--- config.mk ---
export PLATFORM = sky130hd
export DESIGN_NAME = rx_sync_word_qualifier
export DESIGN_NICKNAME = d
export VERILOG_FILES = /design/src/shared/rxq_pkg.sv /design/src/logic/rx_sync_word_qualifier.sv
export SDC_FILE = /design/constraint.sdc
export NUM_CORES = 1
export LEC_CHECK = 0
export ABC_CLOCK_PERIOD_IN_PS = 19600
export BUFFER_PORTS_ARGS = -buffer_cell sky130_fd_sc_hd__buf_2
export CORE_UTILIZATION = 50
export CTS_CLUSTER_DIAMETER = 40
export DETAILED_ROUTE_END_ITERATION = 7
export HOLD_SLACK_MARGIN = 0.1
export PLACE_DENSITY = 0.7
export SYNTH_ARGS = -nofsm -noshare
export SYNTH_HDL_FRONTEND = slang
export SYNTH_SLANG_ARGS = --single-unit
export TNS_END_PERCENT = 50
--- constraint.sdc ---
create_clock -name mclk -period 19.6 [get_ports mclk]
set_clock_uncertainty 0.15 [all_clocks]
set_input_delay 0.98 -clock mclk [delete_from_list [all_inputs] [get_ports mclk]]
set_output_delay 0.98 -clock mclk [all_outputs]
set_load 0.02 [all_outputs]
--- src/shared/rxq_pkg.sv ---
/*
  Constants, register map and receive types for the receive signal
  qualifier. Assumes a single 250 MHz clock and an APB master.
*/
// What this block does
// - mode field selects sync match criterion
// - upper modes also require carrier sense
// - no data or filtering before sync
// - quality counter plus one on toggle
// - quality counter minus eight on repeat
// - sync allowed only above 4x threshold
// - zero threshold disables quality gating
// - quality reached to status and pin 1000
// - strength tracks until sync, then frozen, except in mode none where it keeps tracking
// - strength is two's complement half-dB byte
// - strength update rate follows filter length
// - captured strength goes in first status byte
// - absolute threshold sense with hysteresis
// - relative step sense between samples
// - carrier sense to status and pin 1110
// - offset shifts absolute threshold from minus 8 to plus 7
// - minimum shift keying bits inverted
// - deviation mantissa sets phase shaping
// - defaults offset 0, target magnitude 11
// - 32-bit modes repeat sync word twice
package rxq_pkg;

  // ----------------------------------------------------------------
  // Register offsets
  // ----------------------------------------------------------------
  localparam logic [7:0] modem_config_two_off = 8'h00;
  localparam logic [7:0] packet_control_one_off = 8'h04;
  localparam logic [7:0] gain_control_one_off = 8'h08;
  localparam logic [7:0] gain_control_two_off = 8'h0C;
  localparam logic [7:0] sync_word_off = 8'h10;
  localparam logic [7:0] frequency_deviation_reg_off = 8'h14;
  localparam logic [7:0] pin_output_config_off = 8'h18;
  localparam logic [7:0] signal_strength_off = 8'h1C;
  localparam logic [7:0] packet_status_reg_off = 8'h20;
  localparam logic [7:0] status_byte_off = 8'h24;
  localparam logic [7:0] radio_data_register_off = 8'h28;

  // ----------------------------------------------------------------
  // Field positions and reset values
  // ----------------------------------------------------------------
  localparam int sync_mode_lsb = 0;
  localparam int cs_qual_bit = 2;
  localparam int manchester_bit = 3;
  localparam int msk_bit = 4;
  localparam int pqt_lsb = 5;
  localparam int append_bit = 2;
  localparam int rel_thr_lsb = 4;
  localparam int filt_len_lsb = 6;
  localparam logic [7:0] modem_config_two_rst = 8'h03;
  localparam logic [7:0] packet_control_one_rst = 8'h04;
  localparam logic [7:0] gain_control_one_rst = 8'h00;
  localparam logic [7:0] gain_control_two_rst = 8'h03;
  localparam logic [15:0] sync_word_rst = 16'hD391;
  localparam logic [7:0] frequency_deviation_rst = 8'h47;
  localparam logic [3:0] pin_output_rst = 4'h0;
  localparam logic [3:0] sel_pq_reached = 4'h8;
  localparam logic [3:0] sel_carrier = 4'hE;
  localparam logic [3:0] target_magnitude_rst = 4'hB;

  // Absolute threshold base in half-dB (arbitrary neutral level)
  localparam logic signed [8:0] abs_base_hdb = -9'sd180;
  localparam logic signed [8:0] mag_step_hdb = 9'sd6;
  localparam logic signed [8:0] hyst_hdb = 9'sd4;
  localparam logic [7:0] pq_repeat_step = 8'h08;
  localparam logic [7:0] pq_max = 8'hFF;
  localparam int base_update_cycles = 8;

  typedef enum logic [2:0]
  {
    mode_none = 3'b000,
    mode_15of16 = 3'b001,
    mode_16of16 = 3'b010,
    mode_30of32 = 3'b011
  } sync_mode_t;

  typedef enum logic [1:0]
  {
    st_idle = 2'b00,
    st_search = 2'b01,
    st_locked = 2'b10
  } rx_state_t;

  typedef struct packed
  {
    logic valid;
    logic bit_val;
  } rx_bit_t;

endpackage

--- src/logic/rx_sync_word_qualifier.sv ---
/*
  Receive sync word qualifier: sync detection gated by match mode,
  preamble quality and carrier sense; strength latch; carrier sense.
  Assumes demodulator bits and strength samples on mclk, APB master.
*/
// Added by the designer: the register offsets and the APB register port.
`timescale 1ns/10ps
module rx_sync_word_qualifier
  import rxq_pkg::*;
(
  // Clock and reset
  input wire logic mclk,
  input wire logic rst_b,
  // APB slave
  input wire logic psel,
  input wire logic penable,
  input wire logic pwrite,
  input wire logic [7:0] paddr,
  input wire logic [31:0] pwdata,
  output logic [31:0] prdata,
  output logic pready,
  output logic pslverr,
  // Receiver front end
  input wire logic rx_enable,
  input wire rx_bit_t rx_in,
  input wire logic strength_valid,
  input wire logic [7:0] strength_sample,
  input wire logic byte_valid,
  input wire logic [7:0] byte_data,
  input wire logic payload_done,
  // Outputs
  output logic sync_found,
  output logic data_write,
  output logic [7:0] data_byte,
  output logic filter_enable,
  output logic general_pin,
  output logic tx_invert,
  output logic [2:0] phase_shaping
);

  // ----------------------------------------------------------------
  // Registers
  // ----------------------------------------------------------------
  logic [7:0] modem_config_two_q;
  logic [7:0] packet_control_one_q;
  logic [7:0] gain_control_one_q;
  logic [7:0] gain_control_two_q;
  logic [15:0] sync_word_q;
  logic [7:0] frequency_deviation_q;
  logic [3:0] output_select_code_q;
  logic [7:0] strength_q;
  logic [7:0] status_byte_q;
  logic [7:0] data_q;
  logic carrier_q;
  logic [7:0] pq_count_q;
  logic [31:0] shift_q;
  logic prev_bit_q;
  logic have_prev_q;
  logic rx_en_q;
  logic [7:0] prev_strength_q;
  logic [10:0] upd_count_q;
  rx_state_t state_q;

  logic [2:0] sync_mode;
  logic cs_qual;
  logic msk_en;
  logic [2:0] preamble_quality_threshold;
  logic [3:0] abs_offset;
  logic [3:0] target_magnitude;
  logic [1:0] rel_thr;
  logic [1:0] filt_len;
  logic pq_reached;
  logic bit_in;
  logic entry;
  logic sync_match;
  logic sync_allowed;
  logic apb_wr;
  logic apb_rd;
  logic [10:0] upd_period;
  logic upd_tick;

  assign sync_mode = modem_config_two_q[sync_mode_lsb +: 3] & 3'h3;
  assign cs_qual = modem_config_two_q[cs_qual_bit];
  assign msk_en = modem_config_two_q[msk_bit];
  assign preamble_quality_threshold = modem_config_two_q[pqt_lsb +: 3];
  assign abs_offset = gain_control_one_q[3:0];
  assign rel_thr = gain_control_one_q[rel_thr_lsb +: 2];
  assign filt_len = gain_control_one_q[filt_len_lsb +: 2];
  assign target_magnitude = gain_control_two_q[3:0];
  assign entry = rx_enable && !rx_en_q;
  assign apb_wr = psel && penable && pwrite;
  assign apb_rd = psel && !penable && !pwrite;

  // inverted sense under minimum shift keying
  assign bit_in = rx_in.bit_val ^ msk_en;

  // ----------------------------------------------------------------
  // APB register writes
  // ----------------------------------------------------------------
  always_ff @(posedge mclk)
  begin
    if (!rst_b)
    begin
      modem_config_two_q <= modem_config_two_rst;
      packet_control_one_q <= packet_control_one_rst;
      gain_control_one_q <= gain_control_one_rst;
      gain_control_two_q <= {4'h0, target_magnitude_rst};
      sync_word_q <= sync_word_rst;
      frequency_deviation_q <= frequency_deviation_rst;
      output_select_code_q <= pin_output_rst;
    end
    else if (apb_wr)
    begin
      case (paddr)
        modem_config_two_off: modem_config_two_q <= pwdata[7:0];
        packet_control_one_off: packet_control_one_q <= pwdata[7:0];
        gain_control_one_off: gain_control_one_q <= pwdata[7:0];
        gain_control_two_off: gain_control_two_q <= pwdata[7:0];
        sync_word_off: sync_word_q <= pwdata[15:0];
        frequency_deviation_reg_off: frequency_deviation_q <= pwdata[7:0];
        pin_output_config_off: output_select_code_q <= pwdata[3:0];
        default: ;
      endcase
    end
  end

  // ----------------------------------------------------------------
  // APB read and answer
  // ----------------------------------------------------------------
  // Zero-wait answer: ready rises in every access phase
  always_ff @(posedge mclk)
  begin
    if (!rst_b)
    begin
      prdata <= 32'h0000_0000;
      pready <= 1'b0;
      pslverr <= 1'b0;
    end
    else
    begin
      pready <= psel && !penable;
      pslverr <= 1'b0;
      if (apb_rd)
      begin
        case (paddr)
          modem_config_two_off: prdata <= {24'h0, modem_config_two_q};
          packet_control_one_off: prdata <= {24'h0, packet_control_one_q};
          gain_control_one_off: prdata <= {24'h0, gain_control_one_q};
          gain_control_two_off: prdata <= {24'h0, gain_control_two_q};
          sync_word_off: prdata <= {16'h0, sync_word_q};
          frequency_deviation_reg_off: prdata <= {24'h0, frequency_deviation_q};
          pin_output_config_off: prdata <= {28'h0, output_select_code_q};
          signal_strength_off: prdata <= {24'h0, strength_q};
          packet_status_reg_off: prdata <= {24'h0, carrier_q, pq_reached,
            sync_found, 3'h0, state_q};
          status_byte_off: prdata <= {24'h0, status_byte_q};
          radio_data_register_off: prdata <= {24'h0, data_q};
          default:
          begin
            prdata <= 32'h0000_0000;
            pslverr <= 1'b1;
          end
        endcase
      end
    end
  end

  // ----------------------------------------------------------------
  // Preamble quality
  // ----------------------------------------------------------------
  always_ff @(posedge mclk)
  begin
    if (!rst_b)
    begin
      rx_en_q <= 1'b0;
      prev_bit_q <= 1'b0;
      have_prev_q <= 1'b0;
      pq_count_q <= 8'h00;
      shift_q <= 32'h0000_0000;
    end
    else
    begin
      rx_en_q <= rx_enable;
      if (entry)
      begin
        pq_count_q <= 8'h00;
        have_prev_q <= 1'b0;
        // Stale bits from the last visit must not match
        shift_q <= 32'h0000_0000;
      end
      else if (rx_enable && rx_in.valid)
      begin
        prev_bit_q <= bit_in;
        have_prev_q <= 1'b1;
        shift_q <= {shift_q[30:0], bit_in};
        if (have_prev_q)
        begin
          if (bit_in != prev_bit_q)
            pq_count_q <= (pq_count_q == pq_max) ? pq_max : pq_count_q + 8'h01;
          else
            pq_count_q <= (pq_count_q < pq_repeat_step) ? 8'h00 : pq_count_q - pq_repeat_step;
        end
      end
    end
  end

  assign pq_reached = (preamble_quality_threshold == 3'h0) || (pq_count_q > {3'h0, preamble_quality_threshold, 2'b00});

  // ----------------------------------------------------------------
  // Sync match
  // ----------------------------------------------------------------
  function automatic logic [5:0] ones16(input logic [15:0] v);
    logic [5:0] n;
    n = 6'h00;
    for (int i = 0; i < 16; i++)
      n = n + {5'h00, v[i]};
    return n;
  endfunction

  always_comb
  begin
    logic [5:0] hi;
    logic [5:0] lo;
    logic [31:0] nxt;
    // Judge the word including the bit arriving now
    nxt = {shift_q[30:0], bit_in};
    hi = ones16(~(nxt[31:16] ^ sync_word_q));
    lo = ones16(~(nxt[15:0] ^ sync_word_q));
    // 32-bit mode uses the word twice
    case (sync_mode)
      mode_15of16: sync_match = lo >= 6'd15;
      mode_16of16: sync_match = lo == 6'd16;
      mode_30of32: sync_match = (hi + lo) >= 6'd30;
      default: sync_match = 1'b0;
    endcase
  end

  // upper modes also need carrier sense
  assign sync_allowed = pq_reached && (!cs_qual || carrier_q);

  // ----------------------------------------------------------------
  // Receive state
  // ----------------------------------------------------------------
  always_ff @(posedge mclk)
  begin
    if (!rst_b)
      state_q <= st_idle;
    else if (!rx_enable)
      state_q <= st_idle;
    else if (entry)
      state_q <= st_search;
    else
    begin
      case (state_q)
        st_search:
          if (sync_mode == mode_none)
          begin
            if (!cs_qual || carrier_q)
              state_q <= st_locked;
          end
          else if (rx_in.valid && sync_match && sync_allowed)
            state_q <= st_locked;
        st_locked: state_q <= st_locked;
        st_idle: state_q <= st_search;
        default: state_q <= st_idle;
      endcase
    end
  end

  // ----------------------------------------------------------------
  // Data path and outputs
  // ----------------------------------------------------------------
  always_ff @(posedge mclk)
  begin
    if (!rst_b)
    begin
      sync_found <= 1'b0;
      data_write <= 1'b0;
      data_byte <= 8'h00;
      data_q <= 8'h00;
      filter_enable <= 1'b0;
      general_pin <= 1'b0;
      tx_invert <= 1'b0;
      phase_shaping <= 3'h0;
      status_byte_q <= 8'h00;
    end
    else
    begin
      sync_found <= (state_q == st_locked);
      // bytes and filtering only after sync
      data_write <= byte_valid && (state_q == st_locked);
      filter_enable <= (state_q == st_locked);
      if (byte_valid && state_q == st_locked)
      begin
        data_byte <= byte_data;
        data_q <= byte_data;
      end
      // captured strength in first status byte
      if (payload_done && packet_control_one_q[append_bit])
        status_byte_q <= strength_q;
      case (output_select_code_q)
        sel_pq_reached: general_pin <= pq_reached;
        sel_carrier: general_pin <= carrier_q;
        default: general_pin <= 1'b0;
      endcase
      tx_invert <= msk_en;
      phase_shaping <= msk_en ? frequency_deviation_q[2:0] : 3'h0;
    end
  end

  // ----------------------------------------------------------------
  // Strength latch and carrier sense
  // ----------------------------------------------------------------
  // period 8 * 2^filter length samples
  assign upd_period = 11'(base_update_cycles) << filt_len;
  assign upd_tick = strength_valid && (upd_count_q >= upd_period - 11'h001);

  always_ff @(posedge mclk)
  begin
    if (!rst_b)
      upd_count_q <= 11'h000;
    else if (entry || upd_tick)
      upd_count_q <= 11'h000;
    else if (strength_valid)
      upd_count_q <= upd_count_q + 11'h001;
  end

  always_ff @(posedge mclk)
  begin
    if (!rst_b)
      strength_q <= 8'h00;
    else if (rx_enable && upd_tick && (state_q != st_locked || sync_mode == mode_none))
      strength_q <= strength_sample;
  end

  always_ff @(posedge mclk)
  begin
    logic signed [8:0] thr;
    logic signed [8:0] cur;
    logic signed [8:0] diff;
    logic signed [8:0] step;
    thr = abs_base_hdb + mag_step_hdb * $signed({5'h00, target_magnitude})
      + 9'sd2 * $signed({{5{abs_offset[3]}}, abs_offset});
    cur = $signed({strength_sample[7], strength_sample});
    diff = cur - $signed({prev_strength_q[7], prev_strength_q});
    step = (rel_thr == 2'd1) ? 9'sd12 : (rel_thr == 2'd2) ? 9'sd20 : 9'sd28;
    if (!rst_b)
    begin
      carrier_q <= 1'b0;
      prev_strength_q <= 8'h00;
    end
    else if (!rx_enable)
      carrier_q <= 1'b0;
    else if (upd_tick)
    begin
      prev_strength_q <= strength_sample;
      if (rel_thr != 2'd0)
      begin
        if (diff >= step)
          carrier_q <= 1'b1;
        else if (diff <= -step)
          carrier_q <= 1'b0;
      end
      // offset shifts threshold in 1 dB steps
      else if (cur > thr)
        carrier_q <= 1'b1;
      else if (cur < thr - hyst_hdb)
        carrier_q <= 1'b0;
    end
  end

endmodule

==> qor.yml <==
critical_path:
  cp_max_fo: 5
  path_class: "input pin to register"
  cp_data_required_time_ns: 19.77
  start_kind: "input pin"
  cp-end-kind: "register"
  crit_arrival_ns: 8.78
drt:
  drc: 0
  avgRoutedWirePerCell_um: 16.2
  num_vias: 8747
  drtIter0Drc: 641
  via_per_inst: 5.56
  first_pass_iters: 5
  ant_nets: 0
  drt-total-wl_mm: 25.5
sta:
  rsz0062_at_grt: "no"
  tns_ns: 0
  timing.final.crit_share_pct: 43.9
  period_needed_ns: 8.61
  tightest_slew_ns: 1.07
  relSlewSlack_pct: 28.8
  drv_slew: 0
  setup_viol: 0
  max_freq_mhz: 116
  final-hold-violation-count: 0
final_layout:
  final_area_um2: 11300
  antennaDiodeCount: 0
  final_nets: 1454
  fin_util_pct: 56.1
  area_growth_pct: 10.2
  drive_above_1_share_pct: 11.0
placement:
  gp_congestion: 0.884
  numPortBuffers: 84
  hpwl_mm: 18.8
  placed_area_um2: 10800
power_and_ir_drop:
  power_density_nw_per_um2: 71.4
  leakagePower_nw: 4.93
  power_mw: 0.808
  peakVddDrop_mv: 0.0583
clock_tree:
  cts_post_setup_buffers_inserted: 0
  ctsHoldBuffers: 0
  cts_tree: "done"
  cts.sinks: 173
  cts-root-buf: "clkbuf_16"
  cts_buffer_depth: 2
  cts_resized: 0
  htreeDepth: 4
  clk_latency_ns: 0.43
  clkTransAtPathRegs_ns: 0.07
  numCtsBuffers: 17
outcome:
  status: "finished clean"
global_routing:
  use_met1_pct: 32.4
  grt_pass1_wl_mm: 42.1
  grt_usage_pct: 24.7
  busiest_layer: "met2"
  use_met2_pct: 40.7
  met3_usage_pct: 4.28
  grt_max_degree: 83
  antenna_found_initial: 0
  grt-ovfl-total: 0
  grt_pass1_vias: 8300
yosys:
  synth-seq-cells: 173
  syn_area_um2: 10300
  yosysTopAreaCell: "dfxtp_1"
  synth_common_cells: "nand2_1 (184), dfxtp_1 (173), a21oi_1 (110)"
  yosysSeqAreaShare_pct: 33.8
  ys_warn_count: 0
  yosys-top-cells-area: "dfxtp_1 (34%), ha_1 (8.7%), nand2_1 (6.7%), mux2i_1 (5.8%), a21oi_1 (5.4%)"
  synth_top_area_share_pct: 33.8
  synthCells: 1244
  ys_types: 72
  async_reset_ff_share_pct: 0
  synth-main-ff-cell: "dfxtp_1"
  yosysMostFrequentCell: "nand2_1"
  avgSynthCellArea_um2: 8.25
  synth_edf_count: 0
floorplan:
  num_io_pins: 117
  core_um2: 20200
  die_h_um: 145
  initial_core_util_pct: 50.9
  die-area_um2: 21100
  rows: 52
  die_w_um: 145
min_path:
  hold_class: "register to register"
job:
  cap_violations: 0
[path summary, 6_finish.rpt]
path	startpoint	end	slack, ns	cells after the start
max	rx_in[0]	state_q[1]$_SDFFE_PP0P_	10.99	26
min	status_byte_q[2]$_SDFFE_PN0P_	status_byte_q[2]$_SDFFE_PN0P_	0.30	2
max reg2reg	modem_config_two_q[4]$_SDFFE_PN0P_	state_q[1]$_SDFFE_PP0P_	11.20	25
min reg2reg	status_byte_q[2]$_SDFFE_PN0P_	status_byte_q[2]$_SDFFE_PN0P_	0.30	2
[routing by layer]
metal | vias to the layer above | wire (um)
met2 | 241 | 12100
met3 | 49 | 1300
met5 | - | 0
li1 | 4324 | -
met4 | 0 | 735
met1 | 4133 | 11300
[cells by family (layout without fill, tap and decap cells)]
logic type	after synthesis	count (layout)	synth area share, %
AO/OA/AOI/OAI	236	236	14.1
XOR/XNOR	61	61	5.28
adder cells (fa/ha/maj)	96	96	13.5
buffers and inverters	154	199	6.41
flip-flops	173	173	33.8
multiplexers	66	66	6.74
other	1	16	0.0366
AND/OR/NAND/NOR	457	457	20.1
[registers in the layout, summed over array words and instances, names as in the netlist, 11 cells and up]
name         count
upd_count_q     11
shift_q         31
prdata          16
sync_word_q     16
[layout by cell type (no fill, tap or decap), types with 5 or more instances in the layout]
master	count
nand2b_1	11
o22ai_1	6
nor4_1	6
nand2_1	184
inv_1	77
nor3_1	17
a211oi_1	9
conb_1	16
nand3_1	73
xor2_1	41
and3_1	13
xnor2_1	19
dfxtp_1	173
mux2i_1	59
ha_1	71
a21o_1	5
a311oi_1	7
nor2b_1	15
buf_4	5
a221oi_1	5
a21oi_1	110
a22oi_1	17
mux2_2	5
buf_2	84
o21ai_0	36
nand4_1	7
a31oi_1	5
nor2_1	102
fa_1	25
and2_1	6
clkbuf_16	17
inv_8	5
[layout make-up]
class                           count  area, um2
Clock buffer                       18        429
Clock inverter                     14        126
Fill cell                        1920       8860
Inverter                           78        293
Multi-Input combinational cell    932       6200
Sequential cell                   173       3460
Tap cell                          270        338
Timing Repair Buffer               89        458
[worst max-delay path, stage by stage]
cell,delay [ns]
buf_2,0.13
xnor2_2,0.31
xor2_1,0.15
fa_1,0.56
inv_1,0.06
fa_1,0.50
fa_1,0.55
inv_1,0.06
fa_1,0.48
ha_1,0.31
inv_1,0.07
fa_1,0.51
fa_1,0.52
fa_1,0.54
inv_1,0.05
fa_1,0.54
inv_1,0.06
fa_1,0.47
fa_1,0.41
nand2b_1,0.16
a21oi_1,0.16
xor2_1,0.16
a311oi_1,0.13
a22oi_1,0.37
mux2_2,0.38
and3_1,0.17
[where the power goes]
part           leakage (nW)  switching (mW)  total, mW  internal, mW
logic                  3.27          0.0787      0.130        0.0509
registers              1.40         0.00178      0.355         0.353
clock network         0.263           0.156      0.323         0.168
[metrics by stage]
stage	setup slack, ns	cells	hold WS (ns)
2_1_floorplan	11.20	1259	0.263
3_3_place_gp	10.61	1542	0.289
3_5_place_dp	10.59	1542	0.293
4_1_cts	10.98	1574	0.303
5_1_grt	10.63	1574	0.318
6_report	10.99	1574	0.305
(Power assumes the default switching activity.)
